===== config.mk =====
export PLATFORM = sky130hd
export DESIGN_NAME = mspc_top
export DESIGN_NICKNAME = d
export VERILOG_FILES = /design/src/hdl/mspc_pkg.sv /design/src/hdl/mspc_top.sv /design/src/hdl/mspc_tick_div.sv /design/src/hdl/mspc_duty_cycle.sv
export VERILOG_INCLUDE_DIRS = /design/src /design/src/hdl
export SDC_FILE = /design/constraint.sdc
export NUM_CORES = 1
export LEC_CHECK = 0
export ABC_CLOCK_PERIOD_IN_PS = 1690
export BUFFER_PORTS_ARGS = -buffer_cell sky130_fd_sc_hd__buf_2
export CORE_ASPECT_RATIO = 1.1
export CORE_UTILIZATION = 51
export CTS_CLUSTER_SIZE = 20
export DETAILED_ROUTE_END_ITERATION = 7
export GPL_TIMING_DRIVEN = 0
export PLACE_DENSITY = 0.76
export SLEW_MARGIN = 25
export SYNTH_ARGS = -nofsm -noshare
export SYNTH_HDL_FRONTEND = slang
export SYNTH_SLANG_ARGS = --single-unit
export TNS_END_PERCENT = 10

===== constraint.sdc =====
create_clock -name sys_clk -period 1.69 [get_ports sys_clk]
set_input_delay 0.2535 -clock sys_clk [delete_from_list [all_inputs] [get_ports sys_clk]]
set_output_delay 0.2535 -clock sys_clk [all_outputs]
set_load 0.02 [all_outputs]

===== src/hdl/mspc_cfg.svh =====
`ifndef MSPC_CFG_SVH
`define MSPC_CFG_SVH

// ----------------------------------------------------------------
// register offsets
// ----------------------------------------------------------------
`define MSPC_OFS_MOTION_CTRL   8'h69
`define MSPC_OFS_USER_CTRL     8'h6a
`define MSPC_OFS_POWER_ONE     8'h6b

// ----------------------------------------------------------------
// field positions
// ----------------------------------------------------------------
`define MSPC_MOT_ENABLE        7
`define MSPC_MOT_MODE          6
`define MSPC_USR_MP_ENABLE     7
`define MSPC_USR_FIFO_ENABLE   6
`define MSPC_USR_I2C_DISABLE   4
`define MSPC_USR_MP_CLEAR      3
`define MSPC_USR_FIFO_RESET    2
`define MSPC_USR_PATH_CLEAR    0
`define MSPC_PWR_DEV_RESET     7
`define MSPC_PWR_SLEEP         6
`define MSPC_PWR_CYCLE         5
`define MSPC_PWR_GYRO_STBY     4
`define MSPC_PWR_TEMP_OFF      3
`define MSPC_PWR_CLK_HI        2
`define MSPC_PWR_CLK_LO        0

// ----------------------------------------------------------------
// writable masks and reset values
// ----------------------------------------------------------------
`define MSPC_MOT_MASK          8'hc0
`define MSPC_USR_MASK          8'hdd
`define MSPC_PWR_MASK          8'hff
`define MSPC_MOT_RESET         8'h00
`define MSPC_USR_RESET         8'h00
`define MSPC_PWR_RESET         8'h40

// ----------------------------------------------------------------
// clock source codes
// ----------------------------------------------------------------
`define MSPC_CLK_OSC_A         3'h0
`define MSPC_CLK_OSC_B         3'h6
`define MSPC_CLK_STOP          3'h7

// ----------------------------------------------------------------
// timing
// ----------------------------------------------------------------
`define MSPC_SYS_HZ            100000000
`define MSPC_OSC_HZ            20000000
`define MSPC_OSC_DIV           (`MSPC_SYS_HZ / `MSPC_OSC_HZ)
`define MSPC_BASE_PERIOD_US    1000
`define MSPC_BASE_CYCLES       (`MSPC_BASE_PERIOD_US * (`MSPC_SYS_HZ / 1000000))
`define MSPC_DEVRST_CYCLES     4

`endif


===== src/hdl/mspc_pkg.sv =====
package mspc_pkg;

	// device reset sequencer
	typedef enum logic [1:0] {
		MSPC_RUN,
		MSPC_CLEARING,
		MSPC_RELEASE
	} mspc_rst_state_t;

	// clock selection result
	typedef struct packed {
		logic use_pll;
		logic clock_stopped;
		logic timing_gen_reset;
	} mspc_clk_t;

	// analog power steering
	typedef struct packed {
		logic chip_sleep;
		logic gyro_drive_on;
		logic pll_on;
		logic gyro_sense_on;
		logic thermometer_on;
	} mspc_power_t;

	// register access port
	typedef struct packed {
		logic       wr;
		logic       rd;
		logic [7:0] addr;
		logic [7:0] wdata;
	} mspc_reg_req_t;

endpackage


===== src/hdl/mspc_top.sv =====
`include "mspc_cfg.svh"

// What this block does
// - bit 7 enables wake-on-motion detection
// - bit 6 selects compare against previous sample
// - fifo enable gates serial fifo access
// - fifo enable never blocks internal fifo writes
// - i2c disable bit forces spi-only interface
// - fifo reset pulses, self-clears after oscillator cycle
// - path clear resets paths, clears sensor data
// - device reset restores defaults then self-clears
// - sleep bit resets to one, chip sleeps
// - duty cycling wakes at divider rate, samples
// - no enabled accel axis: wake, no sample
// - gyro standby keeps drive, pll; sense off
// - thermometer off bit disables temperature sensor
// - codes 0,6 oscillator; 1-5 pll if ready
// - code 7 stops clock, holds timing reset
module mspc_top #(
	parameter int BASE_CYCLES = `MSPC_BASE_CYCLES
) (
	input  wire logic                  sys_clk,
	input  wire logic                  reset_n,
	input  wire mspc_pkg::mspc_reg_req_t reg_req,
	input  wire logic [7:0]            sample_rate_divider,
	input  wire logic [2:0]            accel_axis_on,
	input  wire logic                  sample_fifo_source_en,
	input  wire logic                  pll_ready,
	output logic [7:0]                 reg_rdata_ff,
	output logic                       reg_rvalid_ff,
	output logic                       wake_motion_enable_ff,
	output logic                       motion_compare_mode_ff,
	output logic                       motion_processor_enable_ff,
	output logic                       motion_processor_clear_ff,
	output logic                       serial_fifo_access_ff,
	output logic                       sample_fifo_write_en_ff,
	output logic                       i2c_target_disable_ff,
	output logic                       fifo_reset_ff,
	output logic                       sensor_path_clear_ff,
	output logic                       device_reset_ff,
	output logic                       wake_pulse_ff,
	output logic                       accel_sample_ff,
	output mspc_pkg::mspc_power_t      power_ff,
	output mspc_pkg::mspc_clk_t        clock_ff
);

	import mspc_pkg::*;

	// ------------------------------------------------------------
	// register storage
	// ------------------------------------------------------------
	logic [7:0]        mot_ff;
	logic [7:0]        usr_ff;
	logic [7:0]        pwr_ff;
	logic [7:0]        nxt_mot;
	logic [7:0]        nxt_usr;
	logic [7:0]        nxt_pwr;
	logic [7:0]        nxt_rdata;
	logic              nxt_rvalid;
	mspc_rst_state_t   rst_state_ff;
	mspc_rst_state_t   nxt_rst_state;
	logic [2:0]        rst_cnt_ff;
	logic [2:0]        nxt_rst_cnt;
	logic              osc_tick;
	logic              base_tick;
	logic              wake_tick;
	logic              wr_mot;
	logic              wr_usr;
	logic              wr_pwr;
	logic              clearing;
	logic              rst_request;
	logic              cycle_run;

	// ------------------------------------------------------------
	// write decode
	// ------------------------------------------------------------
	assign wr_mot   = reg_req.wr && (reg_req.addr == `MSPC_OFS_MOTION_CTRL);
	assign wr_usr   = reg_req.wr && (reg_req.addr == `MSPC_OFS_USER_CTRL);
	assign wr_pwr   = reg_req.wr && (reg_req.addr == `MSPC_OFS_POWER_ONE);
	assign clearing = (rst_state_ff == MSPC_CLEARING);
	// a reset request in the release cycle restarts the sequence: set beats clear
	assign rst_request = wr_pwr && reg_req.wdata[`MSPC_PWR_DEV_RESET];

	// ------------------------------------------------------------
	// slower rates
	// ------------------------------------------------------------
	// 20 MHz oscillator cycle for the self-clearing fifo reset
	mspc_tick_div #(
		.DIV (`MSPC_OSC_DIV),
		.W   (4)
	) u_osc_div (
		.sys_clk (sys_clk),
		.reset_n (reset_n),
		.run     (1'b1),
		.tick_ff (osc_tick)
	);

	// base sample period; the divider register stretches it
	mspc_tick_div #(
		.DIV (BASE_CYCLES),
		.W   (24)
	) u_base_div (
		.sys_clk (sys_clk),
		.reset_n (reset_n),
		.run     (cycle_run),
		.tick_ff (base_tick)
	);

	// duty cycling only while cycle set and neither sleep nor standby
	assign cycle_run = pwr_ff[`MSPC_PWR_CYCLE] && !pwr_ff[`MSPC_PWR_SLEEP]
		&& !pwr_ff[`MSPC_PWR_GYRO_STBY];

	mspc_duty_cycle #(
		.DW (8)
	) u_duty (
		.sys_clk (sys_clk),
		.reset_n (reset_n),
		.enable  (cycle_run),
		.base_tick (base_tick),
		.divider (sample_rate_divider),
		.wake_ff (wake_tick)
	);

	// ------------------------------------------------------------
	// device reset sequencer
	// ------------------------------------------------------------
	// the reset bit reads back 1 until the release cycle is over
	always_comb begin
		nxt_rst_state = rst_state_ff;
		nxt_rst_cnt   = rst_cnt_ff;
		unique case (rst_state_ff)
			MSPC_RUN: begin
				if (rst_request) begin
					nxt_rst_state = MSPC_CLEARING;
					nxt_rst_cnt   = 3'(`MSPC_DEVRST_CYCLES - 1);
				end
			end
			MSPC_CLEARING: begin
				if (rst_cnt_ff == 3'h0) begin
					nxt_rst_state = MSPC_RELEASE;
				end else begin
					nxt_rst_cnt = rst_cnt_ff - 1'b1;
				end
			end
			MSPC_RELEASE: begin
				if (rst_request) begin
					nxt_rst_state = MSPC_CLEARING;
					nxt_rst_cnt   = 3'(`MSPC_DEVRST_CYCLES - 1);
				end else begin
					nxt_rst_state = MSPC_RUN;
				end
			end
		endcase
	end

	always_ff @(posedge sys_clk or negedge reset_n) begin
		if (!reset_n) begin
			rst_state_ff <= MSPC_RUN;
			rst_cnt_ff   <= 3'h0;
		end else begin
			rst_state_ff <= nxt_rst_state;
			rst_cnt_ff   <= nxt_rst_cnt;
		end
	end

	// ------------------------------------------------------------
	// register next values
	// ------------------------------------------------------------
	// writes during the clearing phase are dropped: defaults win
	always_comb begin
		nxt_mot = mot_ff;
		nxt_usr = usr_ff;
		nxt_pwr = pwr_ff;
		// self-clearing strobes drop on the oscillator cycle edge
		if (osc_tick) begin
			nxt_usr[`MSPC_USR_FIFO_RESET] = 1'b0;
			nxt_usr[`MSPC_USR_PATH_CLEAR] = 1'b0;
			nxt_usr[`MSPC_USR_MP_CLEAR]   = 1'b0;
		end
		if (wr_mot) begin
			nxt_mot = reg_req.wdata & `MSPC_MOT_MASK;
		end
		if (wr_usr) begin
			// a new strobe in the tick cycle survives: set beats clear
			nxt_usr = (reg_req.wdata & `MSPC_USR_MASK) | (nxt_usr & 8'h0d);
		end
		if (wr_pwr) begin
			nxt_pwr = reg_req.wdata & `MSPC_PWR_MASK;
		end
		if (clearing) begin
			nxt_mot = `MSPC_MOT_RESET;
			nxt_usr = `MSPC_USR_RESET;
			nxt_pwr = `MSPC_PWR_RESET | 8'h80;
		end else if (rst_state_ff == MSPC_RELEASE && !rst_request) begin
			nxt_pwr[`MSPC_PWR_DEV_RESET] = 1'b0;
		end
	end

	always_ff @(posedge sys_clk or negedge reset_n) begin
		if (!reset_n) begin
			mot_ff <= `MSPC_MOT_RESET;
			usr_ff <= `MSPC_USR_RESET;
			pwr_ff <= `MSPC_PWR_RESET;
		end else begin
			mot_ff <= nxt_mot;
			usr_ff <= nxt_usr;
			pwr_ff <= nxt_pwr;
		end
	end

	// ------------------------------------------------------------
	// read port
	// ------------------------------------------------------------
	// unmapped addresses read zero, answer one cycle after the strobe
	always_comb begin
		nxt_rvalid = reg_req.rd;
		nxt_rdata  = 8'h00;
		if (reg_req.rd) begin
			unique case (reg_req.addr)
				`MSPC_OFS_MOTION_CTRL: nxt_rdata = mot_ff;
				`MSPC_OFS_USER_CTRL:   nxt_rdata = usr_ff;
				`MSPC_OFS_POWER_ONE:   nxt_rdata = pwr_ff;
				default:               nxt_rdata = 8'h00;
			endcase
		end
	end

	always_ff @(posedge sys_clk or negedge reset_n) begin
		if (!reset_n) begin
			reg_rdata_ff  <= 8'h00;
			reg_rvalid_ff <= 1'b0;
		end else begin
			reg_rdata_ff  <= nxt_rdata;
			reg_rvalid_ff <= nxt_rvalid;
		end
	end

	// ------------------------------------------------------------
	// control outputs
	// ------------------------------------------------------------
	mspc_power_t nxt_power;
	mspc_clk_t   nxt_clock;
	logic [2:0]  clk_code;

	assign clk_code = pwr_ff[`MSPC_PWR_CLK_HI:`MSPC_PWR_CLK_LO];

	// power steering; sleep overrides every analog enable
	always_comb begin
		nxt_power.chip_sleep     = pwr_ff[`MSPC_PWR_SLEEP];
		nxt_power.gyro_drive_on  = !pwr_ff[`MSPC_PWR_SLEEP];
		nxt_power.pll_on         = !pwr_ff[`MSPC_PWR_SLEEP];
		nxt_power.gyro_sense_on  = !pwr_ff[`MSPC_PWR_SLEEP]
			&& !pwr_ff[`MSPC_PWR_GYRO_STBY];
		nxt_power.thermometer_on = !pwr_ff[`MSPC_PWR_SLEEP]
			&& !pwr_ff[`MSPC_PWR_TEMP_OFF];
	end

	// clock choice: fallback is live, so a lost pll drops to oscillator
	always_comb begin
		nxt_clock.use_pll          = 1'b0;
		nxt_clock.clock_stopped    = 1'b0;
		nxt_clock.timing_gen_reset = 1'b0;
		if (clk_code == `MSPC_CLK_STOP) begin
			nxt_clock.clock_stopped    = 1'b1;
			nxt_clock.timing_gen_reset = 1'b1;
		end else if (clk_code != `MSPC_CLK_OSC_A && clk_code != `MSPC_CLK_OSC_B) begin
			nxt_clock.use_pll = pll_ready;
		end
	end

	always_ff @(posedge sys_clk or negedge reset_n) begin
		if (!reset_n) begin
			wake_motion_enable_ff      <= 1'b0;
			motion_compare_mode_ff     <= 1'b0;
			motion_processor_enable_ff <= 1'b0;
			motion_processor_clear_ff  <= 1'b0;
			serial_fifo_access_ff      <= 1'b0;
			sample_fifo_write_en_ff    <= 1'b0;
			i2c_target_disable_ff      <= 1'b0;
			fifo_reset_ff              <= 1'b0;
			sensor_path_clear_ff       <= 1'b0;
			device_reset_ff            <= 1'b0;
			wake_pulse_ff              <= 1'b0;
			accel_sample_ff            <= 1'b0;
			power_ff                   <= '{chip_sleep: 1'b1, default: 1'b0};
			clock_ff                   <= '0;
		end else begin
			wake_motion_enable_ff      <= mot_ff[`MSPC_MOT_ENABLE];
			// mode 0 is not to be used; passed through unchanged
			motion_compare_mode_ff     <= mot_ff[`MSPC_MOT_MODE];
			motion_processor_enable_ff <= usr_ff[`MSPC_USR_MP_ENABLE];
			motion_processor_clear_ff  <= usr_ff[`MSPC_USR_MP_CLEAR];
			serial_fifo_access_ff      <= usr_ff[`MSPC_USR_FIFO_ENABLE];
			// internal writes follow the source enable only
			sample_fifo_write_en_ff    <= sample_fifo_source_en;
			i2c_target_disable_ff      <= usr_ff[`MSPC_USR_I2C_DISABLE];
			fifo_reset_ff              <= usr_ff[`MSPC_USR_FIFO_RESET];
			sensor_path_clear_ff       <= usr_ff[`MSPC_USR_PATH_CLEAR];
			device_reset_ff            <= clearing;
			wake_pulse_ff              <= wake_tick;
			accel_sample_ff            <= wake_tick && (accel_axis_on != 3'h0);
			power_ff                   <= nxt_power;
			clock_ff                   <= nxt_clock;
		end
	end

endmodule


===== src/hdl/mspc_tick_div.sv =====
`include "mspc_cfg.svh"

// free divider producing one-cycle enable pulses
module mspc_tick_div #(
	parameter int DIV = `MSPC_OSC_DIV,
	parameter int W   = 24
) (
	input  wire logic sys_clk,
	input  wire logic reset_n,
	input  wire logic run,
	output logic      tick_ff
);

	logic [W-1:0] cnt_ff;
	logic [W-1:0] nxt_cnt;
	logic         nxt_tick;

	// count to DIV-1 then pulse; idle holds zero so restart is aligned
	always_comb begin
		nxt_cnt  = cnt_ff;
		nxt_tick = 1'b0;
		if (!run) begin
			nxt_cnt = '0;
		end else if (cnt_ff == W'(DIV - 1)) begin
			nxt_cnt  = '0;
			nxt_tick = 1'b1;
		end else begin
			nxt_cnt = cnt_ff + 1'b1;
		end
	end

	always_ff @(posedge sys_clk or negedge reset_n) begin
		if (!reset_n) begin
			cnt_ff  <= '0;
			tick_ff <= 1'b0;
		end else begin
			cnt_ff  <= nxt_cnt;
			tick_ff <= nxt_tick;
		end
	end

endmodule


===== src/hdl/mspc_duty_cycle.sv =====
// wake timer: one wake pulse every (divider + 1) base ticks
module mspc_duty_cycle #(
	parameter int DW = 8
) (
	input  wire logic          sys_clk,
	input  wire logic          reset_n,
	input  wire logic          enable,
	input  wire logic          base_tick,
	input  wire logic [DW-1:0] divider,
	output logic               wake_ff
);

	logic [DW-1:0] cnt_ff;
	logic [DW-1:0] nxt_cnt;
	logic          nxt_wake;

	// divider change takes effect at the next wake boundary or compare
	always_comb begin
		nxt_cnt  = cnt_ff;
		nxt_wake = 1'b0;
		if (!enable) begin
			nxt_cnt = '0;
		end else if (base_tick) begin
			if (cnt_ff >= divider) begin
				nxt_cnt  = '0;
				nxt_wake = 1'b1;
			end else begin
				nxt_cnt = cnt_ff + 1'b1;
			end
		end
	end

	always_ff @(posedge sys_clk or negedge reset_n) begin
		if (!reset_n) begin
			cnt_ff  <= '0;
			wake_ff <= 1'b0;
		end else begin
			cnt_ff  <= nxt_cnt;
			wake_ff <= nxt_wake;
		end
	end

endmodule


==> qor.yml <==
antenna_cells: 0
synth_area_leaders: "dfrtp_1, nor2_1, ha_1"
finClkSkew_ns: 0.0105
max-vdd-ir-drop_v: 0.000490
grt_pass1_vias: 2837
holdWs_ns: 0.0364
setup_ws_ns: -0.225
p_leak_nw: 2.41
dpl_cell_area_sq_um: 4330
vias: 2879
arrival_ns: 2.18
stdcell_count: 539
grt_max_degree: 54
hp-start: "reg_req[16]"
drt_wl_total_um: 7720
htree_levels: 3
rr_startpoint: "u_duty.cnt_ff[5]"
synthCells: 360
status: "finished with violations"
fin_crit_ns: 1.91
cap_violations: 0
synth_nets: 407
grt.total_usage_pct: 20.9
die_area_sq_um: 7970
r2r_slack_ns: -0.22
critPathBufInv: 1
cts_tree: "yes"
share_comb_of_total_power_pct: 8.6
drive_above_1_share_pct: 27.2
setup_viol: 30
die_x_um: 85.2
worst_slew_pin_slew_ns: 0.566
worstHoldPathCells: 1
critPathMaxStageDelay_ns: 0.44
numPortBuffers: 60
seqPwrFrac_pct: 55.2
yosysTopAreaCell: "dfrtp_1"
viasPerCell: 5.34
synth.top_cell.area_share_pct: 54.7
synth_edf_count: 0
critical_path.top_delay_family: "compound AO/OA/AOI/OAI gates"
wire_per_inst_um: 14.3
grt-ovfl-total: 0
cts_root_buf: "clkbuf_8"
antenna_found_initial: 0
worst_skew_pair.late_latency_ns: 0.36
io_pins: 62
rsz0062_at_grt: "true"
fillers: 596
rr_endpoint: "u_duty.cnt_ff[7]"
required_ns: 1.95
fin_area_sq_um: 4780
synth-async-reset-ratio_pct: 100
worstHoldPathType: "in2reg"
drc: 0
area_growth_pct: 22.9
clockPowerShare_pct: 36.2
first_pass_iters: 4
die_y_um: 93.6
gp_congestion: 0.824
clock_sinks: 87
swShare_pct: 24.6
worstPathCellList: "ha_4 > a41o_1 > a21oi_1 > o211ai_1 > buf_4 > o32ai_1"
cts.path.max_buffers: 2
violations: "negative setup slack"
critPathCaptureType: "register"
placedCellCount: 508
slew_viol_final: 0
critPathMaxFanout: 6
syn_avg_cell_area_sq_um: 10.8
synth-seq-cells: 87
critPathLaunchType: "register"
syn_area_sq_um: 3890
min_period_over_period_pct: 113
p_int_mw: 3.01
critical-path-slowest-cell: "dfrtp_1"
synth_ff_type: "dfrtp_1"
ant_nets: 0
crit_type: "reg2reg"
reg2regPathDepth: 6
start_util_pct: 52.3
rows: 33
holdPathEnd: "reg_rvalid_ff"
ys_types: 48
cts.clk_slew.worst_paths_ns: 0.08
timing_hold_violations_final: 0
yosysMostFrequentCell: "dfrtp_1"
numCtsBuffers: 9
place_ws_ns: -0.274
dp_hpwl_um: 5250
core_area_sq_um: 7430
grt_pass1_wl_um: 12800
nNetsFinal: 494
drtIter0Drc: 147
maxSlewHeadroom_pct: 62.1
clock.fmax_ghz: 0.522
yosys-top-cells-count: "dfrtp_1, nor2_1, nand2_1"
yosysWarnings: 0
synth_seq_area_share_pct: 56.1
p_per_area_nw_per_um2: 837
switchingPower_mw: 0.985
==> stage by stage <==
step | setup TNS (ns) | utilization (%) | power [mW]
2_1_floorplan | -0.799 | - | 2.43
3_3_place_gp | -34.39 | 57.8 | 2.56
3_5_place_dp | -7.71 | 58.2 | 2.58
4_1_cts | -4.42 | 63.1 | 4.02
5_1_grt | -7.46 | 64.3 | 4.17
6_report | -4.24 | 64.3 | 4.00
==> area by class of cell <==
cell class	instances	area, sq um	area share, %
buffer	8	60.1	1.26
clock buffer	10	128	2.67
clock inverter	6	68.8	1.44
inverter	21	78.8	1.65
multi-input combinational	244	1700	35.5
sequential	87	2180	45.7
tap	87	109	2.28
timing repair buffer	76	455	9.53
==> worst max-delay path by stage <==
stage	to	cells past startpoint	slack (ns)	start
after global routing	u_duty.cnt_ff[4]	6	-0.35	u_duty.cnt_ff[6]
after detailed placement	u_base_div.cnt_ff[15]	6	-0.27	u_base_div.cnt_ff[19]
after floorplan	u_duty.cnt_ff[2]	6	-0.04	u_duty.cnt_ff[2]
after CTS	u_base_div.cnt_ff[15]	6	-0.18	u_base_div.cnt_ff[19]
after global placement	wake_pulse_ff	1	-0.33	reset_n
final	u_duty.cnt_ff[7]	6	-0.22	u_duty.cnt_ff[5]
==> per-layer routing <==
layer | part of all wire, % | track usage [%] | vias up
li1 | - | - | 1406
met1 | 45 | 26.5 | 1398
met2 | 50 | 34.9 | 60
met3 | 3.0 | 3.09 | 15
met4 | 2.3 | 10.7 | 0
met5 | 0 | 0 | -
==> power groups by stage <==
| stage | Clock (mW) | Combinational [mW] | Sequential (mW) |
|---|---|---|---|
| detailed placement | 0 | 0.336 | 2.25 |
| CTS | 1.47 | 0.345 | 2.21 |
| finish | 1.45 | 0.344 | 2.21 |
| global route | 1.55 | 0.397 | 2.22 |
| floorplan | 0 | 0.180 | 2.25 |
| global placement | 0 | 0.312 | 2.25 |
==> layout by cell type (no fill, tap or decap), types with 10 or more instances in the layout <==
cell	n
nor2_1	57
xnor2_1	10
inv_1	20
nand3_1	20
buf_4	14
nand2_1	23
nand4_1	10
mux2i_1	16
buf_2	59
xor2_1	14
dfrtp_1	83
==> kinds of logic (layout without fill, tap and decap cells) <==
| group | count (synthesis) | in the layout | share of synthesized area (%) |
|---|---|---|---|
| AOI/OAI and AO/OA | 33 | 33 | 5.73 |
| xor gates and xnor gates | 24 | 24 | 5.41 |
| adders and majority gates | 14 | 14 | 4.51 |
| buffers and inverters | 29 | 121 | 3.57 |
| DFF | 87 | 87 | 56.1 |
| muxes | 19 | 19 | 4.99 |
| and+or+nand+nor | 154 | 154 | 19.7 |
==> registers in the layout, summed over array words and instances, names as in the netlist, 2 cells and up <==
name and count:
mot_ff 2, rst_cnt_ff 3, power_ff 4, clock_ff 2, usr_ff 6, reg_rdata_ff 8, u_base_div.cnt_ff 24, u_osc_div.cnt_ff 4
pwr_ff 8, u_duty.cnt_ff 8, rst_state_ff 2
==> what timing repair did <==
| action | 4_1_cts | 5_1_grt |
|---|---|---|
| hold buffers | 2 | 0 |
| pin swaps | 23 | 7 |
| setup buffers | 10 | 3 |
| setup endpoints to repair | 32 | 34 |
| resized for setup | 16 | 11 |
| endpoints found under the hold margin | 34 | 0 |
==> worst register-to-register path: stages, from the launching register on <==
cell      delay (ns)
dfrtp_1         0.44
ha_4            0.23
a41o_1          0.23
a21oi_1         0.23
o211ai_1        0.27
buf_4           0.22
o32ai_1         0.21
Note: power is estimated with default switching activity, not from simulation.
